[config.mk]
export PLATFORM = sky130hd
export DESIGN_NAME = multiqueue_almost_flag_logic
export DESIGN_NICKNAME = d
export VERILOG_FILES = /design/src/logic/almost_flag_pkg.sv /design/src/logic/multiqueue_almost_flag_logic.sv
export VERILOG_INCLUDE_DIRS = /design/src /design/src/logic
export SDC_FILE = /design/constraint.sdc
export NUM_CORES = 1
export LEC_CHECK = 0
export ABC_AREA = 1
export BUFFER_PORTS_ARGS = -buffer_cell sky130_fd_sc_hd__buf_2
export CAP_MARGIN = 25
export CELL_PAD_IN_SITES_DETAIL_PLACEMENT = 0
export CELL_PAD_IN_SITES_GLOBAL_PLACEMENT = 1
export CORE_MARGIN = 4
export CORE_UTILIZATION = 47
export DETAILED_ROUTE_END_ITERATION = 7
export GPL_ROUTABILITY_DRIVEN = 0
export PLACE_DENSITY = 0.87
export SYNTH_ARGS = -nofsm -noshare
export SYNTH_HDL_FRONTEND = slang
export SYNTH_SLANG_ARGS = --single-unit
[constraint.sdc]
create_clock -name core_clk -period 4.85 [get_ports core_clk]
set_input_delay 0 -clock core_clk [delete_from_list [all_inputs] [get_ports core_clk]]
set_output_delay 0 -clock core_clk [all_outputs]
set_load 0.1 [all_outputs]
[src/logic/almost_flag_map.svh]
// register map, field positions and reset values of the almost-flag block
// assumes 32-bit classic wishbone with byte addresses
`ifndef ALMOST_FLAG_MAP_SVH
`define ALMOST_FLAG_MAP_SVH

// ------------------------------------------------------------
// register offsets
// ------------------------------------------------------------
`define AF_CTRL_OFS   8'h00
`define AF_FULLLVL_OFS 8'h04
`define AF_EMPTYLVL_OFS 8'h08
`define AF_FLAGS_OFS  8'h0c
`define AF_ISTAT_OFS  8'h10
`define AF_IMASK_OFS  8'h14

// ------------------------------------------------------------
// fields and reset values
// ------------------------------------------------------------
`define CTRL_SKEW_BIT 0
`define FULLLVL_RST   16'h0008
`define EMPTYLVL_RST  16'h0008
`define IMASK_RST     8'h00

`endif

[src/logic/almost_flag_pkg.sv]
// types shared by the almost-flag block and its surroundings
// assumes up to 8 devices of 4 queues in expansion
package almost_flag_pkg;
   typedef logic [2:0] dev_t;
   typedef logic [1:0] queue_t;

   // one selection request: strobe, device and queue
   typedef struct packed {
      logic   stb;
      dev_t   dev;
      queue_t queue;
   } sel_s;
endpackage : almost_flag_pkg

[src/logic/multiqueue_almost_flag_logic.sv]
// almost-full and almost-empty flag logic of one multi-queue device
// assumes selections and strobes synchronous to core_clk, one host
//
// Implementation choices: the Wishbone register port and the placing of the registers.
`timescale 1ns/1ps
`include "almost_flag_map.svh"

module multiqueue_almost_flag_logic #(
   parameter int NQ    = 4,
   parameter int DEPTH = 4096
) (
   input  wire logic                 core_clk,            // 10 MHz clock
   input  wire logic                 resetn,              // sync reset
   input  wire logic                 cyc_i,               // wishbone cycle
   input  wire logic                 stb_i,               // wishbone strobe
   input  wire logic                 we_i,                // wishbone write
   input  wire logic [7:0]           adr_i,               // byte address
   input  wire logic [3:0]           sel_i,               // byte lanes
   input  wire logic [31:0]          dat_i,               // write data
   output logic      [31:0]          dat_o,               // read data
   output logic                      ack_o,               // wishbone ack
   output logic                      irq,                 // level interrupt
   input  wire almost_flag_pkg::dev_t deviceId,           // own device number
   input  wire logic                 flagBusExpansionIn,  // low on master
   output logic                      flagBusExpansionOut, // unused by system
   input  wire almost_flag_pkg::sel_s wrSel,              // write port select
   input  wire almost_flag_pkg::sel_s rdSel,              // read port select
   input  wire almost_flag_pkg::sel_s afBusSel,           // full bus select
   input  wire almost_flag_pkg::sel_s aeBusSel,           // empty bus select
   input  wire logic                 wrEn,                // write strobe
   input  wire logic                 rdEn,                // read strobe
   output logic                      almostFullFlagN,     // discrete, low=on
   output logic                      almostFullFlagOe,    // drive enable
   output logic                      almostEmptyFlagN,    // discrete, low=on
   output logic                      almostEmptyFlagOe,   // drive enable
   output logic                      readDataOe,          // data bus enable
   output logic      [NQ-1:0]        almostFullStatusBusN,  // per queue
   output logic                      almostFullStatusBusOe, // drive enable
   output logic      [NQ-1:0]        almostEmptyStatusBusN, // per queue
   output logic                      almostEmptyStatusBusOe // drive enable
);
   import almost_flag_pkg::*;

   localparam int CW = $clog2(DEPTH + 1);

   // ------------------------------------------------------------
   // helpers
   // ------------------------------------------------------------
   // assert follows the two-cycle delayed level; release needs the
   // raw level too, unless the skew penalty adds the second cycle
   function automatic logic [NQ-1:0] nextStat(input logic [NQ-1:0] raw,
                                              input logic [NQ-1:0] d1,
                                              input logic          skew);
      nextStat = d1 & (raw | {NQ{skew}});
   endfunction : nextStat

   function automatic logic [31:0] laneMerge(input logic [31:0] old,
                                             input logic [31:0] nw,
                                             input logic [3:0]  be);
      for (int b = 0; b < 4; b++) begin
         laneMerge[8*b +: 8] = be[b] ? nw[8*b +: 8] : old[8*b +: 8];
      end
   endfunction : laneMerge

   // ------------------------------------------------------------
   // registers
   // ------------------------------------------------------------
   logic              skew_q;
   logic [15:0]       fullLvl_q;
   logic [15:0]       emptyLvl_q;
   logic [7:0]        iStat_q;
   logic [7:0]        iMask_q;
   logic              ack_q;
   logic [31:0]       rdData_q;
   logic              wbWr;
   logic              wbRd;
   logic [31:0]       wrWord, fullMerge, emptyMerge;

   assign wbWr   = cyc_i & stb_i & we_i & ~ack_q;
   assign wbRd   = cyc_i & stb_i & ~we_i & ~ack_q;
   assign wrWord = laneMerge(32'h0, dat_i, sel_i);
   assign fullMerge  = laneMerge({16'h0, fullLvl_q}, dat_i, sel_i);
   assign emptyMerge = laneMerge({16'h0, emptyLvl_q}, dat_i, sel_i);

   // selection state
   sel_s              wrSelD_q, rdSelD_q, afSelD_q, aeSelD_q;
   logic              wrOwn_q, rdOwn_q;
   queue_t            wrQ_q, wrQ2_q, rdQ_q, rdQ2_q;
   logic              afBusOwn_q, aeBusOwn_q;

   // per-queue fill and flag pipeline
   logic [CW-1:0]     fill_q [NQ];
   logic [NQ-1:0]     afRaw, aeRaw;
   logic [NQ-1:0]     afD1_q, aeD1_q;
   logic [NQ-1:0]     afStat_q, aeStat_q;
   logic [CW-1:0]     fullLimit;
   logic              wrHit, rdHit;

   assign wrHit     = wrEn & wrOwn_q;
   assign rdHit     = rdEn & rdOwn_q;
   assign fullLimit = CW'(DEPTH) - CW'(fullLvl_q);

   always_comb begin
      for (int i = 0; i < NQ; i++) begin
         afRaw[i] = fill_q[i] >= fullLimit;
         aeRaw[i] = fill_q[i] <= CW'(emptyLvl_q);
      end
   end

   // ------------------------------------------------------------
   // wishbone slave
   // ------------------------------------------------------------
   always_ff @(posedge core_clk) begin
      if (!resetn) begin
         ack_q <= 1'b0;
      end else begin
         ack_q <= cyc_i & stb_i & ~ack_q;
      end
   end

   always_ff @(posedge core_clk) begin
      if (!resetn) begin
         skew_q     <= 1'b0;
         fullLvl_q  <= `FULLLVL_RST;
         emptyLvl_q <= `EMPTYLVL_RST;
         iMask_q    <= `IMASK_RST;
      end else if (wbWr) begin
         unique case (adr_i)
            `AF_CTRL_OFS:     if (sel_i[0]) skew_q <= dat_i[`CTRL_SKEW_BIT];
            `AF_FULLLVL_OFS:  fullLvl_q  <= fullMerge[15:0];
            `AF_EMPTYLVL_OFS: emptyLvl_q <= emptyMerge[15:0];
            `AF_IMASK_OFS:    if (sel_i[0]) iMask_q <= dat_i[7:0];
            default: ;
         endcase
      end
   end

   // unmapped addresses answer with zero
   always_ff @(posedge core_clk) begin
      if (!resetn) begin
         rdData_q <= 32'h0;
      end else if (wbRd) begin
         unique case (adr_i)
            `AF_CTRL_OFS:     rdData_q <= {31'h0, skew_q};
            `AF_FULLLVL_OFS:  rdData_q <= {16'h0, fullLvl_q};
            `AF_EMPTYLVL_OFS: rdData_q <= {16'h0, emptyLvl_q};
            `AF_FLAGS_OFS:    rdData_q <= {20'h0, aeBusOwn_q, afBusOwn_q, rdOwn_q,
                                           wrOwn_q, aeStat_q, afStat_q};
            `AF_ISTAT_OFS:    rdData_q <= {24'h0, iStat_q};
            `AF_IMASK_OFS:    rdData_q <= {24'h0, iMask_q};
            default:          rdData_q <= 32'h0;
         endcase
      end
   end

   assign ack_o = ack_q;
   assign dat_o = rdData_q;

   // ------------------------------------------------------------
   // interrupts: rising flags, write one to clear, set wins
   // ------------------------------------------------------------
   logic [7:0] iEvent;
   logic [7:0] iClr;

   assign iEvent = {aeD1_q & ~aeStat_q, afD1_q & ~afStat_q} &
                   {nextStat(aeRaw, aeD1_q, skew_q), nextStat(afRaw, afD1_q, skew_q)};
   assign iClr   = (wbWr && adr_i == `AF_ISTAT_OFS && sel_i[0]) ? wrWord[7:0] : 8'h0;

   always_ff @(posedge core_clk) begin
      if (!resetn) begin
         iStat_q <= 8'h0;
      end else begin
         iStat_q <= (iStat_q & ~iClr) | iEvent;
      end
   end

   assign irq = |(iStat_q & iMask_q);

   // ------------------------------------------------------------
   // port and bus selections
   // ------------------------------------------------------------
   // selects pass one stage first: ownership lags the select edge by one cycle
   always_ff @(posedge core_clk) begin
      if (!resetn) begin
         wrSelD_q <= '0;
         rdSelD_q <= '0;
         afSelD_q <= '0;
         aeSelD_q <= '0;
      end else begin
         wrSelD_q <= wrSel;
         rdSelD_q <= rdSel;
         afSelD_q <= afBusSel;
         aeSelD_q <= aeBusSel;
      end
   end

   always_ff @(posedge core_clk) begin
      if (!resetn) begin
         wrOwn_q <= 1'b0;
         wrQ_q   <= '0;
         wrQ2_q  <= '0;
      end else begin
         if (wrSelD_q.stb) begin
            wrOwn_q <= wrSelD_q.dev == deviceId;
            wrQ_q   <= wrSelD_q.queue;
         end
         wrQ2_q <= wrQ_q;
      end
   end

   always_ff @(posedge core_clk) begin
      if (!resetn) begin
         rdOwn_q <= 1'b0;
         rdQ_q   <= '0;
         rdQ2_q  <= '0;
      end else begin
         if (rdSelD_q.stb) begin
            rdOwn_q <= rdSelD_q.dev == deviceId;
            rdQ_q   <= rdSelD_q.queue;
         end
         rdQ2_q <= rdQ_q;
      end
   end

   // the master owns both status buses until the first selection
   always_ff @(posedge core_clk) begin
      if (!resetn) begin
         afBusOwn_q <= ~flagBusExpansionIn;
         aeBusOwn_q <= ~flagBusExpansionIn;
      end else begin
         if (afSelD_q.stb) afBusOwn_q <= afSelD_q.dev == deviceId;
         if (aeSelD_q.stb) aeBusOwn_q <= aeSelD_q.dev == deviceId;
      end
   end

   // ------------------------------------------------------------
   // queue fill tracking and flag pipeline
   // ------------------------------------------------------------
   always_ff @(posedge core_clk) begin
      if (!resetn) begin
         for (int i = 0; i < NQ; i++) fill_q[i] <= '0;
      end else begin
         for (int i = 0; i < NQ; i++) begin
            if (wrHit && wrQ_q == queue_t'(i) && !(rdHit && rdQ_q == queue_t'(i))) begin
               if (fill_q[i] != CW'(DEPTH)) fill_q[i] <= fill_q[i] + CW'(1);
            end else if (rdHit && rdQ_q == queue_t'(i) && !(wrHit && wrQ_q == queue_t'(i)))
               begin
               if (fill_q[i] != '0) fill_q[i] <= fill_q[i] - CW'(1);
            end
         end
      end
   end

   always_ff @(posedge core_clk) begin
      if (!resetn) begin
         afD1_q   <= '0;
         aeD1_q   <= '1;
         afStat_q <= '0;
         aeStat_q <= '1;
      end else begin
         afD1_q   <= afRaw;
         aeD1_q   <= aeRaw;
         afStat_q <= nextStat(afRaw, afD1_q, skew_q);
         aeStat_q <= nextStat(aeRaw, aeD1_q, skew_q);
      end
   end

   // ------------------------------------------------------------
   // pins
   // ------------------------------------------------------------
   assign almostFullFlagN        = ~afStat_q[wrQ2_q];
   assign almostFullFlagOe       = wrOwn_q;
   assign almostEmptyFlagN       = ~aeStat_q[rdQ2_q];
   assign almostEmptyFlagOe      = rdOwn_q;
   assign readDataOe             = rdOwn_q;
   assign almostFullStatusBusN   = ~afStat_q;
   assign almostFullStatusBusOe  = afBusOwn_q;
   assign almostEmptyStatusBusN  = ~aeStat_q;
   assign almostEmptyStatusBusOe = aeBusOwn_q;
   assign flagBusExpansionOut    = afBusOwn_q | aeBusOwn_q;
endmodule : multiqueue_almost_flag_logic

# Yosys cells after proc, flatten, opt, wreduce, memory -nomap -nowiden
# Memories as Yosys holds them, arrays and structs flattened.
# Index checks and enable logic that the tools add are counted.
dict set report word_totals {
  ff_bits 130
  mem_bits_rw 52
  in_bits 79
  out_inout_bits 50
  elab_cells 203
  n_memories 1
}
dict set report op_classes {
  n_addsub 9
  magnitude_cmp 10
  n_eq_ne 21
  mux 56
  bitwise 35
  reduce_logical 40
}
# memory words word_bits read_ports rd_ports_with_merged_regs write_ports line
set mem_list {}
lappend mem_list {fill_q 4 13 4 0 4 multiqueue_almost_flag_logic.sv:92} ;# logic [CW-1:0] fill_q [NQ];
# op count
set ops {}
lappend ops {{$mux 13} 8}
lappend ops {{$pmux 16 s6} 1}
lappend ops {{$add 13x1->13 const B} 4}
lappend ops {{$ge 13x13->1} 4}
lappend ops {{$le 13x13->1} 4}
lappend ops {{$ne 13x13->1 const B} 4}
lappend ops {{$reduce_bool 13->1} 4}
lappend ops {{$sub 13x1->13 const B} 4}
lappend ops {{$mux 1} 43}
lappend ops {{$and 8x8->8} 3}
lappend ops {{$logic_and 1x1->1} 18}
lappend ops {{$reduce_and 3->1} 6}
lappend ops {{$and 4x4->4} 4}
lappend ops {{$eq 8x4->1 const B} 2}
lappend ops {{$eq 8x5->1 const B} 2}
lappend ops {{$mux 8} 2}
lappend ops {{$sub 13x13->13 const A} 1}
lappend ops {{$eq 3x3->1} 4}
lappend ops {{$or 1x1->1} 9}
lappend ops {{$and 1x1->1} 8}
lappend ops {{$eq 2x2->1 const B} 4}
lappend ops {{$eq 8x3->1 const B} 1}
lappend ops {{$logic_not 1->1} 8}
lappend ops {{$logic_not 8->1} 1}
lappend ops {{11 further kinds} 22}

# Longest topological paths before layout
dict set report logic_depth {
  word_depth 9
  depth_mapped 20
}

# Worst setup path before layout
# No wires, ideal clock.
dict set report synth_timing {
  kind {reg-to-reg}
  from {register wrOwn_q, in the netlist almostFullFlagOe}
  to {memory fill_q[1][10] (netlist name) (data pin)}
  t_arrival_ps 3105
  slack_ps 1486
  path_stages_with_launch 20
  path_buffers 0
  period_less_slack_ps 3364
  cell_sequence {dfxtp_1 -> nand2_1 -> nor3_1 -> inv_1 -> nand3_1 -> inv_1 -> nand2_1 -> inv_1 -> fa_1 -> nand2_1 -> inv_1 -> o21ai_0 -> and2_1 -> o21ai_0 -> nand3_1 -> nand2_1 -> nand2_1 -> nand2_1 -> o21ai_0 -> a21oi_1}
}
# item line
set synth_rtl {}
lappend synth_rtl {{start: declaration} multiqueue_almost_flag_logic.sv:87} ;# logic wrOwn_q, rdOwn_q;
lappend synth_rtl {{start signal: assignment} multiqueue_almost_flag_logic.sv:204} ;# wrOwn_q <= wrSelD_q.dev == deviceId;
lappend synth_rtl {{end: declaration} multiqueue_almost_flag_logic.sv:92}

# Final worst setup path
dict set report layout_timing {
  from {register fullLvl_q[0]}
  to {register iStat_q[3]}
}
dict set report layout_via {
  elab_chain_cells 6
}
# item line
set layout_lines {}
lappend layout_lines {{start: declaration} multiqueue_almost_flag_logic.sv:69} ;# logic [15:0] fullLvl_q;
lappend layout_lines {{start signal: assignment} multiqueue_almost_flag_logic.sv:124} ;# fullLvl_q <= `FULLLVL_RST;
lappend layout_lines {{start signal: assignment} multiqueue_almost_flag_logic.sv:130} ;# `AF_FULLLVL_OFS: fullLvl_q <= fullMerge[15:0];
lappend layout_lines {{$sub 13x13->13} multiqueue_almost_flag_logic.sv:101} ;# assign fullLimit = CW'(DEPTH) - CW'(fullLvl_q);
lappend layout_lines {{$ge 13x13->1} multiqueue_almost_flag_logic.sv:105} ;# afRaw[i] = fill_q[i] >= fullLimit;
lappend layout_lines {{$or 4x4->4} multiqueue_almost_flag_logic.sv:54} ;# nextStat = d1 & (raw | {NQ{skew}});
lappend layout_lines {{$and 4x4->4} multiqueue_almost_flag_logic.sv:54}
lappend layout_lines {{$and 8x8->8} multiqueue_almost_flag_logic.sv:165} ;# assign iEvent = {aeD1_q & ~aeStat_q, afD1_q & ~afStat_q} &
lappend layout_lines {{$or 8x8->8} multiqueue_almost_flag_logic.sv:173} ;# iStat_q <= (iStat_q & ~iClr) | iEvent;
lappend layout_lines {{end signal: assignment} multiqueue_almost_flag_logic.sv:173}
lappend layout_lines {{end: declaration} multiqueue_almost_flag_logic.sv:71} ;# logic [7:0] iStat_q;
# No other way between the ends.
# A chain may end at the register's enable or synchronous reset.

==> impl_metrics.toml <==
[placement]
port_buffers = 90
place_hpwl_um = 25900

[synth]
synth_top_family_by_area = "simple AND/OR/NAND/NOR gates"
synth_simple_gate_area_share_pct = 24.4
synthArstFlopShare_pct = 0
synth.area.mux_share_pct = 0
synth_area_leaders = "dfxtp_1 19%, edfxtp_1 14%, ha_1 13%"
synth_area_um2 = 11600
synth.distinct_cells = 58
synth.avg_cell_area_um2 = 7.43
synth_seq_area_share_pct = 33.3
syn_inst = 1561
synthXorXnorAreaFrac_pct = 1.89
synth-seq-cells = 166
synth_top_flop_cell = "dfxtp_1"
synth_warnings = 0
synth_compound_area_share_pct = 17.6
synth_fa_ha_area_share_pct = 13.5
synth_top_area_share_pct = 19.3
yosys.area.top_type = "dfxtp_1"
synth-edff-count = 54

[clocking]
cts_tree = "done"
clock_latency_ps = 450
cts.repair.resized = 0
numCtsBuffers = 17
clk_pin_slew_ps = 80
clock_sinks = 166
cts_htree_levels = 4
cts-root-buf = "clkbuf_16"
clockBufferDepth = 2

[sta]
finalSetupViolCount = 0
tightest_slew_ps = 944
period_minus_slack_ps = 3570
whs_ps = 30.9
maxSlewViolCount = 0
rsz0062_at_grt = "false"
fin_setup_tns_ps = 0
slew_headroom_pct = 36.4
finalCritPeriodShare_pct = 73.5
clock.fmax_mhz = 280
fin_skew_ps = 11.2
hold_violations = 0

[cells_and_area]
layout-drive-gt1-share_pct = 11.1
area_growth_pct = 15.1
antenna_cells = 0
fillers = 2341
layout.nets = 1894

[route]
wirelength_um = 34300
wl_per_cell_um = 16.9
ant_nets = 0
num_vias = 11000
drt-initial-drc-count = 994
drt-vias-per-instance = 5.43
firstDrtPassIters = 7
route.detailed.drc = 0

[setup_path]
cp_top_family = "simple AND/OR/NAND/NOR gates"
timing.reg2reg.setup_slack_ps = 1280
slowest_delay_ps = 850
crit_chain = "inv_1 > ha_1 > inv_1 > nor2_1 > nand4_2 > o21ai_0 > ha_1 > nand2_1 > nor3_1 > nand3_1 > nor2_1 > nor2_1 > nand2_1 > nand2_1 > nand3_1 > nand3_1 > nand2_1"
worstSetupPathType = "flop to flop"
rr_endpoint = "iStat_q[3]$_SDFF_PN0_"
crit_required_ps = 5190
crit_arrival_ps = 3910
cp.buffers_inverters = 2
worstReg2RegStart = "fullLvl_q[0]$_SDFFE_PN0P_"
critPathLaunchType = "flop"
endpoint_kind = "flop"
reg2reg_depth = 17
slowest_stage = "o21ai_0"
cp.depth = 17
crit_fanout = 8
crit_top_cell = "nand2_1"

[hold_path]
min_path_type = "input pin to flop"
worstHoldEndpoint = "dat_o[12]$_SDFFE_PN0P_"
hp-start = "we_i"
hold_path_depth = 5

[pwr]
ir_drop_mv = 0.216
p_leak_nw = 6.32
switching_share_pct = 31.2
p_switching_mw = 1.04
clkPwrFrac_pct = 42.1
p_per_area_nw_per_um2 = 250
p_int_mw = 2.30
p_seq_share_pct = 45.5
combPwrFrac_pct = 12.4

[floorplanning]
dieArea_um2 = 27300
io_pins = 129
start_util_pct = 47.7
fp.dieH_um = 165
core-area_um2 = 24300
rows = 57
die_w_um = 165

[global_routing]
grt_first_pass_wirelength_um = 53300
grtUsageTotal_pct = 25.1
overflow = 0
grt_pass1_vias = 10400
grt_max_degree = 38
antenna_found_initial = 0

[status]
outcome = "finished, final reports clean"

[job]
max_cap_viol_count = 0
## layout make-up
| type | count | area (um^2) | share of cell area, % |
|---|---|---|---|
| Clock buffer | 17 | 425 | 3.19 |
| Clock inverter | 15 | 180 | 1.35 |
| Multi-Input combinational cell | 1145 | 6710 | 50.3 |
| Tap cell | 324 | 405 | 3.04 |
| Inverter | 223 | 840 | 6.29 |
| Sequential cell | 166 | 3860 | 28.9 |
| Timing Repair Buffer | 139 | 926 | 6.93 |
## through the flow
stage / std cells / cell area, um^2 / utilization [%] / total power [mW] / setup WS, ps
floorplan: 1576 / 11700 / - / 1.84 / 1490
global placement: 1954 / 12300 / 50.7 / 1.93 / 1320
detailed placement: 1954 / 12300 / 50.7 / 1.94 / 1290
CTS: 2029 / 13400 / 54.9 / 3.36 / 1270
global route: 2029 / 13400 / 54.9 / 3.46 / 956
finish: 2029 / 13400 / 54.9 / 3.34 / 1280
## cell usage after synthesis, drive strengths merged (21+ instances only)
cell	number
a21oi	165
buf	24
dfxtp	112
edfxtp	54
ha	120
inv	221
nand2	312
nand3	108
nand4	21
nor2	118
nor3	21
o21ai	129
xor2	21
## placed cells by master (no fill, tap or decap), drive strengths merged, types with 43 or more instances in the layout
| cell | synthesis | layout |
|---|---|---|
| o21ai | 129 | 129 |
| a21oi | 165 | 165 |
| ha | 120 | 120 |
| nand3 | 108 | 108 |
| nand2 | 312 | 312 |
| inv | 221 | 229 |
| dlygate4sd3 | 0 | 43 |
| edfxtp | 54 | 54 |
| buf | 24 | 96 |
| nor2 | 118 | 118 |
| dfxtp | 112 | 112 |
## sequential cells by signal (all words and copies together) (netlist names), 2 cells and up
signal,count
fill_q,52
dat_o,16
emptyLvl_q,16
fullLvl_q,16
iMask_q,8
iStat_q,8
rdSelD_q,6
wrSelD_q,6
aeD1_q,4
aeSelD_q,4
aeStat_q,4
afD1_q,4
afSelD_q,4
afStat_q,4
rdQ2_q,2
rdQ_q,2
wrQ2_q,2
wrQ_q,2
## routing by layer
layer	vias up	routed length, um	GRT usage, %
met1	5070	15300	32.6
met5	-	0	0
met2	335	15900	41.7
met4	0	1030	9.07
li1	5550	-	-
met3	66	2140	4.69
## power by group through the flow
stage	combinational, mW	sequential (mW)	clock (mW)
detailed placement	0.383	1.55	0
global placement	0.378	1.55	0
finish	0.415	1.52	1.41
floorplan	0.284	1.55	0
global route	0.453	1.53	1.48
CTS	0.411	1.52	1.43
## repair_timing
action	CTS	global route
setup buffers	0	0
hold buffers	43	0
hold endpoints to repair	69	0
setup endpoints to repair	0	0
## cell families after synthesis
logic type      Yosys count
compound gates          368
buf+inv                 265
flops                   166
other cells               1
fa+ha+maj               123
simple gates            613
xor+xnor                 25
## how the worst max path moves through the flow
stage	from	to	slack, ps
after global routing	almostEmptyFlagOe$_SDFFE_PN0P_	fill_q[2][10]$_SDFFCE_PN0P_	960
after global placement	fullLvl_q[0]$_SDFFE_PN0P_	iStat_q[3]$_SDFF_PN0_	1320
final	fullLvl_q[0]$_SDFFE_PN0P_	iStat_q[3]$_SDFF_PN0_	1280
after CTS	fullLvl_q[0]$_SDFFE_PN0P_	iStat_q[3]$_SDFF_PN0_	1270
after floorplan	almostFullFlagOe$_SDFFE_PN0P_	fill_q[1][10]$_SDFFCE_PN0P_	1490
after detailed placement	fullLvl_q[0]$_SDFFE_PN0P_	iStat_q[3]$_SDFF_PN0_	1290
## worst reg2reg max path, delay by kind of cell, from the launching register on
family	cells	cell delay [ps]
AO/OA/AOI/OAI	1	850
adder cells (fa/ha/maj)	2	670
buffers and inverters	2	280
flip-flops	1	410
AND/OR/NAND/NOR	12	1250
Power figures use the tool's default switching activity.
